==> src/include/ofdc_defs.svh <==
// Purpose: register map, field positions, reset values and timing counts
// Assumes: 32-bit AHB-Lite data, byte addresses, one aligned word per register
// Notes:   included by bare name from the design and the bench
`ifndef OFDC_DEFS_SVH
`define OFDC_DEFS_SVH

// register byte addresses
`define OFDC_A_OUT_FORCE   8'h00
`define OFDC_A_GRP_FORCE   8'h04
`define OFDC_A_DISARM      8'h08
`define OFDC_A_OUT_TMR     8'h0c
`define OFDC_A_DIS_TMR     8'h10
`define OFDC_A_ANA_CTRL    8'h14
`define OFDC_A_ANA_TMR     8'h18
`define OFDC_A_FV0         8'h1c
`define OFDC_A_DISP0       8'h28
`define OFDC_A_STATUS      8'h34
`define OFDC_A_IRQ_ST      8'h38
`define OFDC_A_IRQ_MASK    8'h3c
`define OFDC_A_CFG         8'h40

// field positions
`define OFDC_F_SGL_VAL     8
`define OFDC_F_GRP_VAL     8
`define OFDC_F_TIMED       16
`define OFDC_F_DIS_CTRL    8
`define OFDC_F_ANA_TIMED   4
`define OFDC_F_ST_DIS      8
`define OFDC_F_ST_OUT      16
`define OFDC_F_ST_HEALTH   24
`define OFDC_F_ST_PHASE    25

// reset values
`define OFDC_RST_TMR       16'h0000
`define OFDC_RST_VAL       16'h0000

// timing: timers count in milliseconds
`define OFDC_CLK_MHZ       100
`define OFDC_TICK_US       1000
`define OFDC_TICK_CYC      (`OFDC_TICK_US * `OFDC_CLK_MHZ)

`endif

==> src/include/ofdc_pkg.sv <==
// Purpose: shared types of the output force and disarm control
// Assumes: constants live in ofdc_defs.svh
// Notes:   timer indices select one of the three countdown timers
package ofdc_pkg;
    typedef logic [15:0] ofdc_val_t;
    typedef logic [15:0] ofdc_ms_t;
    typedef enum logic [1:0] {
        OFDC_TMR_FORCE  = 2'b00,
        OFDC_TMR_DISARM = 2'b01,
        OFDC_TMR_ANALOG = 2'b10
    } ofdc_tmr_t;
endpackage

==> src/ofdc_top.sv <==
// Purpose: service override of relay contacts and analog channels
// Assumes: protection logic, measurements and strap levels on hclk
// Notes:   ahb-lite slave, zero wait states, always okay
//
// Local design decisions: the AHB-Lite slave port and the register offsets.
`timescale 1ns/1ns
`default_nettype none
`include "ofdc_defs.svh"

module ofdc_top
    import ofdc_pkg::*;
#(
    parameter int NGRP     = 2,
    parameter int NPER     = 4,
    parameter int TICK_CYC = `OFDC_TICK_CYC
) (
    input  wire logic                 hclk,
    input  wire logic                 hresetn,
    input  wire logic                 hsel,
    input  wire logic [31:0]          haddr,
    input  wire logic [1:0]           htrans,
    input  wire logic                 hwrite,
    input  wire logic [2:0]           hsize,
    input  wire logic [31:0]          hwdata,
    input  wire logic                 hready,
    output logic      [31:0]          hrdata,
    output logic                      hreadyout,
    output logic                      hresp,
    input  wire logic [NGRP*NPER-1:0] prot_out,
    input  wire logic [NGRP*NPER-1:0] contact_latched,
    input  wire logic [NGRP*NPER-1:0] hold_timer_run,
    output logic      [NGRP*NPER-1:0] contact_out,
    input  wire logic                 prot_zone_out,
    input  wire logic                 prot_superv_out,
    output logic                      zone_out,
    output logic                      superv_out,
    input  wire ofdc_pkg::ofdc_val_t  rtd_meas,
    input  wire ofdc_pkg::ofdc_val_t  ao_assigned,
    input  wire ofdc_pkg::ofdc_val_t  ai_meas,
    output ofdc_pkg::ofdc_val_t       rtd_value,
    output ofdc_pkg::ofdc_val_t       ao_value,
    output ofdc_pkg::ofdc_val_t       ai_value,
    input  wire logic                 boot_done,
    input  wire logic                 prot_running,
    output logic                      healthy_green,
    input  wire logic                 phase_rot_calc,
    output logic                      phase_mismatch,
    output logic                      irq
);
    import ofdc_pkg::*;

    localparam int NOUT = NGRP * NPER;
    localparam int NANA = 3;
    localparam int TW   = $clog2(TICK_CYC + 1);

    // bus capture
    logic              wr_q;
    logic [7:0]        wa_q;
    logic [31:0]       rd_d;
    logic              rd_q;
    logic              acc;
    logic [7:0]        aa;

    // software state
    logic [NOUT-1:0]   sgl_en_q;
    logic [NOUT-1:0]   sgl_val_q;
    logic [NGRP-1:0]   grp_en_q;
    logic [NGRP-1:0]   grp_val_q;
    logic              out_timed_q;
    logic [NGRP-1:0]   dis_cmd_q;
    logic              dis_ctrl_q;
    logic              dis_timed_q;
    ofdc_ms_t          tmr_load_q [3];
    logic [NANA-1:0]   ana_en_q;
    logic [NANA-1:0]   ana_timed_q;
    ofdc_val_t         fv_q       [NANA];
    logic              phase_set_q;
    logic [3:0]        irq_st_q;
    logic [3:0]        irq_mask_q;

    // block state
    logic [TW-1:0]     div_q;
    logic              tick;
    ofdc_ms_t          tmr_q      [3];
    logic [2:0]        tmr_start;
    logic [2:0]        tmr_exp;
    logic [NOUT-1:0]   disarmed_q;
    logic [NOUT-1:0]   out_q;
    logic [NOUT-1:0]   fon_v;
    ofdc_val_t         live       [NANA];
    ofdc_val_t         val_q      [NANA];
    ofdc_val_t         disp_q     [NANA];
    logic              mis_q;
    logic              green_q;
    logic [3:0]        ev;

    assign acc = hsel & htrans[1] & hready;
    assign aa  = haddr[7:0];

    // address phase latched; data phase completes in the next cycle
    always_ff @(posedge hclk or negedge hresetn) begin
        if (!hresetn) begin
            wr_q <= 1'b0;
            wa_q <= 8'h00;
            rd_q <= 1'b0;
        end else begin
            wr_q <= acc & hwrite;
            wa_q <= aa;
            rd_q <= acc & ~hwrite;
        end
    end

    // read data from flops, captured in the address phase
    always_ff @(posedge hclk or negedge hresetn) begin
        if (!hresetn) begin
            hrdata <= 32'h0000_0000;
        end else if (acc && !hwrite) begin
            hrdata <= rd_d;
        end
    end

    assign hreadyout = 1'b1;
    assign hresp     = 1'b0;

    // read mux; unmapped addresses read as zero
    always_comb begin
        rd_d = 32'h0000_0000;
        unique case (aa)
            `OFDC_A_OUT_FORCE: begin
                rd_d[NOUT-1:0] = sgl_en_q;
                rd_d[`OFDC_F_SGL_VAL +: NOUT] = sgl_val_q;
                rd_d[`OFDC_F_TIMED] = out_timed_q;
            end
            `OFDC_A_GRP_FORCE: begin
                rd_d[NGRP-1:0] = grp_en_q;
                rd_d[`OFDC_F_GRP_VAL +: NGRP] = grp_val_q;
            end
            `OFDC_A_DISARM: begin
                rd_d[NGRP-1:0] = dis_cmd_q;
                rd_d[`OFDC_F_DIS_CTRL] = dis_ctrl_q;
                rd_d[`OFDC_F_TIMED] = dis_timed_q;
            end
            `OFDC_A_OUT_TMR:  rd_d = {tmr_q[0], tmr_load_q[0]};
            `OFDC_A_DIS_TMR:  rd_d = {tmr_q[1], tmr_load_q[1]};
            `OFDC_A_ANA_TMR:  rd_d = {tmr_q[2], tmr_load_q[2]};
            `OFDC_A_ANA_CTRL: begin
                rd_d[NANA-1:0] = ana_en_q;
                rd_d[`OFDC_F_ANA_TIMED +: NANA] = ana_timed_q;
            end
            `OFDC_A_FV0:       rd_d[15:0] = fv_q[0];
            `OFDC_A_FV0 + 8'h04: rd_d[15:0] = fv_q[1];
            `OFDC_A_FV0 + 8'h08: rd_d[15:0] = fv_q[2];
            `OFDC_A_DISP0:     rd_d[15:0] = disp_q[0];
            `OFDC_A_DISP0 + 8'h04: rd_d[15:0] = disp_q[1];
            `OFDC_A_DISP0 + 8'h08: rd_d[15:0] = disp_q[2];
            `OFDC_A_STATUS: begin
                rd_d[NOUT-1:0] = fon_v; // per contact, a group force marks only its group
                rd_d[`OFDC_F_ST_DIS +: NOUT] = disarmed_q;
                rd_d[`OFDC_F_ST_OUT +: NOUT] = out_q;
                rd_d[`OFDC_F_ST_HEALTH] = green_q;
                rd_d[`OFDC_F_ST_PHASE] = mis_q;
            end
            `OFDC_A_IRQ_ST:   rd_d[3:0] = irq_st_q;
            `OFDC_A_IRQ_MASK: rd_d[3:0] = irq_mask_q;
            `OFDC_A_CFG:      rd_d[0] = phase_set_q;
            default:          rd_d = 32'h0000_0000;
        endcase
    end

    // contact force setup; a write wins over a timer expiry
    always_ff @(posedge hclk or negedge hresetn) begin
        if (!hresetn) begin
            sgl_en_q    <= '0;
            sgl_val_q   <= '0;
            grp_en_q    <= '0;
            grp_val_q   <= '0;
            out_timed_q <= 1'b0;
        end else if (wr_q && wa_q == `OFDC_A_OUT_FORCE) begin
            sgl_en_q    <= hwdata[NOUT-1:0];
            sgl_val_q   <= hwdata[`OFDC_F_SGL_VAL +: NOUT];
            out_timed_q <= hwdata[`OFDC_F_TIMED];
        end else if (wr_q && wa_q == `OFDC_A_GRP_FORCE) begin
            grp_en_q    <= hwdata[NGRP-1:0];
            grp_val_q   <= hwdata[`OFDC_F_GRP_VAL +: NGRP];
        end else if (tmr_exp[OFDC_TMR_FORCE] && out_timed_q) begin
            sgl_en_q    <= '0;
            grp_en_q    <= '0;
        end
    end

    // disarm setup
    always_ff @(posedge hclk or negedge hresetn) begin
        if (!hresetn) begin
            dis_cmd_q   <= '0;
            dis_ctrl_q  <= 1'b0;
            dis_timed_q <= 1'b0;
        end else if (wr_q && wa_q == `OFDC_A_DISARM) begin
            dis_cmd_q   <= hwdata[NGRP-1:0];
            dis_ctrl_q  <= hwdata[`OFDC_F_DIS_CTRL];
            dis_timed_q <= hwdata[`OFDC_F_TIMED];
        end else if (tmr_exp[OFDC_TMR_DISARM] && dis_timed_q) begin
            dis_cmd_q   <= '0;
        end
    end

    // analog force setup; expiry clears only the timed channels
    always_ff @(posedge hclk or negedge hresetn) begin
        if (!hresetn) begin
            ana_en_q    <= '0;
            ana_timed_q <= '0;
        end else if (wr_q && wa_q == `OFDC_A_ANA_CTRL) begin
            ana_en_q    <= hwdata[NANA-1:0];
            ana_timed_q <= hwdata[`OFDC_F_ANA_TIMED +: NANA];
        end else if (tmr_exp[OFDC_TMR_ANALOG]) begin
            ana_en_q    <= ana_en_q & ~ana_timed_q;
        end
    end

    // durations, force values and configuration
    always_ff @(posedge hclk or negedge hresetn) begin
        if (!hresetn) begin
            tmr_load_q  <= '{`OFDC_RST_TMR, `OFDC_RST_TMR, `OFDC_RST_TMR};
            fv_q        <= '{`OFDC_RST_VAL, `OFDC_RST_VAL, `OFDC_RST_VAL};
            phase_set_q <= 1'b0;
            irq_mask_q  <= 4'h0;
        end else if (wr_q) begin
            unique case (wa_q)
                `OFDC_A_OUT_TMR:       tmr_load_q[0] <= hwdata[15:0];
                `OFDC_A_DIS_TMR:       tmr_load_q[1] <= hwdata[15:0];
                `OFDC_A_ANA_TMR:       tmr_load_q[2] <= hwdata[15:0];
                `OFDC_A_FV0:           fv_q[0] <= hwdata[15:0];
                `OFDC_A_FV0 + 8'h04:   fv_q[1] <= hwdata[15:0];
                `OFDC_A_FV0 + 8'h08:   fv_q[2] <= hwdata[15:0];
                `OFDC_A_CFG:           phase_set_q <= hwdata[0];
                `OFDC_A_IRQ_MASK:      irq_mask_q <= hwdata[3:0];
                default:               ;
            endcase
        end
    end

    // millisecond enable pulse
    always_ff @(posedge hclk or negedge hresetn) begin
        if (!hresetn) begin
            div_q <= '0;
        end else if (div_q == TW'(TICK_CYC - 1)) begin
            div_q <= '0;
        end else begin
            div_q <= div_q + 1'b1;
        end
    end
    assign tick = (div_q == TW'(TICK_CYC - 1));

    // timed activation: a write that turns something on with timed mode set
    always_comb begin
        tmr_start[OFDC_TMR_FORCE] = wr_q && hwdata[`OFDC_F_TIMED]
            && ((wa_q == `OFDC_A_OUT_FORCE && hwdata[NOUT-1:0] != '0)
             || (wa_q == `OFDC_A_GRP_FORCE && hwdata[NGRP-1:0] != '0 && out_timed_q));
        tmr_start[OFDC_TMR_DISARM] = wr_q && wa_q == `OFDC_A_DISARM
            && hwdata[`OFDC_F_TIMED] && hwdata[NGRP-1:0] != '0;
        tmr_start[OFDC_TMR_ANALOG] = wr_q && wa_q == `OFDC_A_ANA_CTRL
            && (hwdata[NANA-1:0] & hwdata[`OFDC_F_ANA_TIMED +: NANA]) != '0;
    end

    // countdown timers, one per override kind
    for (genvar k = 0; k < 3; k++) begin : g_tmr
        always_ff @(posedge hclk or negedge hresetn) begin
            if (!hresetn) begin
                tmr_q[k] <= `OFDC_RST_TMR;
            end else if (tmr_start[k]) begin
                tmr_q[k] <= tmr_load_q[k];
            end else if (tick && tmr_q[k] != 16'h0000) begin
                tmr_q[k] <= tmr_q[k] - 16'h0001;
            end
        end
        assign tmr_exp[k] = tick && tmr_q[k] == 16'h0001 && !tmr_start[k];
    end

    // per-contact disarm and output drive
    for (genvar i = 0; i < NOUT; i++) begin : g_out
        localparam int G = i / NPER;
        logic dis_req;
        logic fval;
        logic fon;
        // group-wide request, gated by the control bit
        assign dis_req = dis_ctrl_q & dis_cmd_q[G];
        assign fon  = grp_en_q[G] | sgl_en_q[i];
        assign fval = grp_en_q[G] ? grp_val_q[G] : sgl_val_q[i];
        assign fon_v[i] = fon;

        // entering disarm waits for latch reset and hold timer expiry
        always_ff @(posedge hclk or negedge hresetn) begin
            if (!hresetn) begin
                disarmed_q[i] <= 1'b0;
            end else begin
                disarmed_q[i] <= dis_req & (disarmed_q[i] |
                                 (~contact_latched[i] & ~hold_timer_run[i]));
            end
        end

        // a disarmed contact keeps its position: no switching, no forcing
        always_ff @(posedge hclk or negedge hresetn) begin
            if (!hresetn) begin
                out_q[i] <= 1'b0;
            end else if (disarmed_q[i]) begin
                out_q[i] <= out_q[i];
            end else if (fon) begin
                out_q[i] <= fval;
            end else begin
                out_q[i] <= prot_out[i];
            end
        end
    end
    assign contact_out = out_q;

    // never disarmed, never forced: straight pass-through
    assign zone_out   = prot_zone_out;
    assign superv_out = prot_superv_out;

    assign live[0] = rtd_meas;
    assign live[1] = ao_assigned;
    assign live[2] = ai_meas;

    // analog channels: 0 rtd, 1 analog output, 2 analog input
    for (genvar c = 0; c < NANA; c++) begin : g_ana
        always_ff @(posedge hclk or negedge hresetn) begin
            if (!hresetn) begin
                val_q[c] <= `OFDC_RST_VAL;
            end else begin
                val_q[c] <= ana_en_q[c] ? fv_q[c] : live[c];
            end
        end
        // display freezes the last tracked value while forced
        always_ff @(posedge hclk or negedge hresetn) begin
            if (!hresetn) begin
                disp_q[c] <= `OFDC_RST_VAL;
            end else if (!ana_en_q[c]) begin
                disp_q[c] <= live[c];
            end
        end
    end
    assign rtd_value = val_q[0];
    assign ao_value  = val_q[1];
    assign ai_value  = val_q[2];

    // health lamp and phase rotation supervision
    always_ff @(posedge hclk or negedge hresetn) begin
        if (!hresetn) begin
            green_q <= 1'b0;
            mis_q   <= 1'b0;
        end else begin
            green_q <= boot_done & prot_running;
            mis_q   <= phase_rot_calc ^ phase_set_q;
        end
    end
    assign healthy_green  = green_q;
    assign phase_mismatch = mis_q;

    // events: three expiries and the onset of a phase mismatch
    assign ev = {(phase_rot_calc ^ phase_set_q) & ~mis_q, tmr_exp};

    // sticky status; read clears, a new event in the same cycle survives
    always_ff @(posedge hclk or negedge hresetn) begin
        if (!hresetn) begin
            irq_st_q <= 4'h0;
        end else if (acc && !hwrite && aa == `OFDC_A_IRQ_ST) begin
            irq_st_q <= ev;
        end else begin
            irq_st_q <= irq_st_q | ev;
        end
    end
    assign irq = |(irq_st_q & irq_mask_q);

endmodule
`default_nettype wire

==> config.mk <==
export PLATFORM = sky130hd
export DESIGN_NAME = ofdc_top
export DESIGN_NICKNAME = d
export VERILOG_FILES = /design/src/include/ofdc_pkg.sv /design/src/ofdc_top.sv
export VERILOG_INCLUDE_DIRS = /design/src /design/src/include
export SDC_FILE = /design/constraint.sdc
export NUM_CORES = 1
export LEC_CHECK = 0
export BUFFER_PORTS_ARGS = -buffer_cell sky130_fd_sc_hd__buf_4
export CORE_UTILIZATION = 40
export CTS_BUF_LIST = sky130_fd_sc_hd__clkbuf_16
export DETAILED_ROUTE_END_ITERATION = 7
export HOLD_SLACK_MARGIN = 0.15
export PLACE_DENSITY = 0.56
export RECOVER_POWER = 100
export SLEW_MARGIN = 20
export SYNTH_ARGS = -nofsm -noshare
export SYNTH_HDL_FRONTEND = slang
export SYNTH_SLANG_ARGS = --single-unit
==> constraint.sdc <==
create_clock -name hclk -period 2.6 [get_ports hclk]
set_input_delay 0.39 -clock hclk [delete_from_list [all_inputs] [get_ports hclk]]
set_output_delay 0.39 -clock hclk [all_outputs]
set_load 0.01 [all_outputs]
==> impl_metrics.ini <==
[pwr]
seqPwrFrac = 0.458
leakage_nw = 9.344
switching_share = 0.2618
internal_power_mw = 10.12
power.total_mw = 13.70
power_density_nw_per_um2 = 642.4
p_clk_frac = 0.445
ir_drop_v = 0.0004515
power_switching_mw = 3.588
p_comb_frac = 0.097

[route]
wire_per_inst_um = 26.49
viasPerCell = 5.721
ant_nets = 0
post-route-drc-count = 0
drtIter0Drc = 1311
first_pass_iters = 8
totalWireLength_um = 67610
vias = 14600

[clock_network]
cts_resized = 0
cts_tree = done
clk_pin_slew_ns = 0.06
clk_latency_ns = 0.57
cts_max_level = 2
cts_buffers = 42
clockBufferDepth = 3
root_buffer = clkbuf_16
clock_sinks = 356

[grt]
antenna_found_initial = 4
grt_start_max_net_pins = 77
grtUsageTotal = 0.3145
grt_first_pass_wirelength_um = 99690
grt_pass1_vias = 14695
grt-ovfl-total = 0

[placed_design]
dp_hpwl_um = 50640
placed_area_sq_um = 19630
dp_slack_ns = 0.1753
place_congestion = 0.9569
io_buffers = 196
dp_cells = 2396

[final_layout]
finalInstanceArea_sq_um = 21330
syn_to_final_growth_pct = 24.50
final_cell_mix = 356 x dfrtp_1, 337 x nand2_1, 160 x buf_4
stdcell_count = 2552
n_antenna_cell = 0
drive_above_1_share = 0.2032
final_nets = 2143
fin_util = 0.5063
final_common_cell = dfrtp_1

[synthesis]
synth_ff_type = dfrtp_1
ys_types = 88
yosysWarnings = 0
syn-num-nets = 1822
synth-edff-count = 0
ys_seq_area_frac = 0.5199
avgSynthCellArea_sq_um = 10.32
postSynth.asyncResetShare = 1.000
ys_ff_latch = 356
synth_cells = 1661
synthesis.area_sq_um = 17140

[worst_setup_path]
critPathKind = flip-flop to flip-flop
path_max_fanout = 16
worstPathRequired_ns = 3.06
crit_path_max_incr_delay_ns = 0.62
worstPathArrival_ns = 2.95
end_kind = flip-flop
start_kind = flip-flop
cp_slowest_cell = nand2_1
path_cells = nor4_1, clkbuf_1, nand2_1, mux2_2

[timing]
rsz0062_at_grt = no
finClkSkew_ns = 0.01464
fmax_ghz = 0.4014
whs_ns = 0.1907
slew_violations = 0
finalHoldViolations = 0
worstMarginPinSlew_ns = 1.404
tns_ns = 0
max_slew_margin = 0.06374
setup-violations-final = 0
timing.final.crit_share = 0.9582
final.min_clock_period_ns = 2.491
worst_slack_ns = 0.1086

[die]
core.rowCount = 75
num_io_pins = 246
start_util = 0.4067
coreArea_sq_um = 42130
fp.dieH_um = 209.0
fp.dieW_um = 209.0
die_area_sq_um = 43670

[outcome]
outcome = finished clean

[run]
max_cap_viol_count = 0

[min_path]
min_path_type = primary input to flip-flop
-- worst max-delay path, delay by kind of cell (launching register included) --
kind	cells	cell delay, ns
multiplexers	1	0.46
buffers and inverters	1	0.54
flip-flops	1	0.49
AND/OR/NAND/NOR	2	0.89
-- per-layer routing --
metal	vias to the layer above	part of all wire	routed length (um)	GRT usage
li1	6513	-	-	-
met1	7374	0.43	28820	0.4254
met2	595	0.47	31880	0.5103
met3	116	0.065	4378	0.04599
met4	2	0.037	2522	0.1207
met5	-	0.00019	13	0
-- logic make-up (layout without fill, tap and decap cells) --
family / Yosys count / in the layout / share of synthesized area
other: 2 / 2 / 0.0004383
xor gates and xnor gates: 55 / 55 / 0.02811
AOI/OAI and AO/OA: 270 / 270 / 0.1082
and+or+nand+nor: 704 / 704 / 0.2036
adders and majority gates: 10 / 10 / 0.007302
buffers and inverters: 107 / 459 / 0.02899
DFF: 356 / 356 / 0.5199
muxes: 157 / 157 / 0.1035
-- worst paths after layout --
kind	start	endpoint	slack [ns]	cells past startpoint
hold reg to reg	div_q[0]	div_q[0]	0.46	1
max in group asynchronous	hresetn	ao_value[10]	0.35	3
setup reg to reg	wa_q[2]	tmr_load_q[22]	0.11	4
setup / recovery	wa_q[2]	tmr_load_q[22]	0.11	4
hold / removal	hwdata[3]	sgl_en_q[3]	0.19	3
min in group asynchronous	hresetn	div_q[3]	0.68	2
-- sequential cells by signal, indices dropped and copies added, names as in the netlist, 2 cells and up --
name / flops
disp_q: 48
fv_q: 48
tmr_load_q: 48
tmr_q: 48
hrdata: 32
div_q: 17
ai_value: 16
ao_value: 16
rtd_value: 16
contact_out: 8
disarmed_q: 8
sgl_en_q: 8
sgl_val_q: 8
wa_q: 8
irq_mask_q: 4
irq_st_q: 4
ana_en_q: 3
ana_timed_q: 3
dis_cmd_q: 2
grp_en_q: 2
grp_val_q: 2
-- area by class of cell --
class | count | area (sq um)
timing repair buffer | 370 | 2629
clock inverter | 30 | 286.5
fill | 3952 | 20800
tap | 539 | 674.4
clock buffer | 45 | 1126
inverter | 14 | 52.55
multi-input combinational | 1198 | 7656
sequential | 356 | 8909
-- cell usage after synthesis (8+ instances only) --
cell type / n / share of area
a211oi_1: 11 / 0.0048
a21oi_1: 72 / 0.021
a222oi_1: 10 / 0.0058
a22o_1: 25 / 0.013
a22oi_1: 36 / 0.016
a31oi_1: 8 / 0.0029
and2_1: 8 / 0.0029
and3_1: 11 / 0.0040
buf_2: 27 / 0.0079
buf_4: 12 / 0.0053
clkbuf_1: 48 / 0.011
dfrtp_1: 356 / 0.52
ha_1: 10 / 0.0073
inv_1: 14 / 0.0031
mux2_2: 121 / 0.080
mux2i_1: 32 / 0.019
nand2_1: 336 / 0.074
nand2b_1: 49 / 0.018
nand3_1: 39 / 0.011
nand4_1: 19 / 0.0069
nor2_1: 119 / 0.026
nor2b_1: 13 / 0.0047
nor3_1: 29 / 0.0085
nor4_1: 20 / 0.0073
o21ai_0: 42 / 0.012
o22ai_1: 12 / 0.0044
o31ai_1: 8 / 0.0035
xnor2_1: 30 / 0.015
xor2_1: 25 / 0.013
-- power groups by stage --
stage	sequential, mW	combinational (mW)	clock, mW
after floorplan	6.20	0.554	0
after global placement	6.36	1.33	0
after detailed placement	6.37	1.35	0
after CTS	6.28	1.45	6.18
after global routing	6.30	1.45	6.40
final	6.28	1.33	6.10
-- repair_timing --
| item | in CTS | in global routing |
|---|---|---|
| endpoints found under the hold margin | 190 | 0 |
| endpoints found under the setup margin | 0 | 3 |
| buffers inserted | 0 | 3 |
| hold buffers | 78 | 0 |
Note: power is estimated with default switching activity, not from simulation.
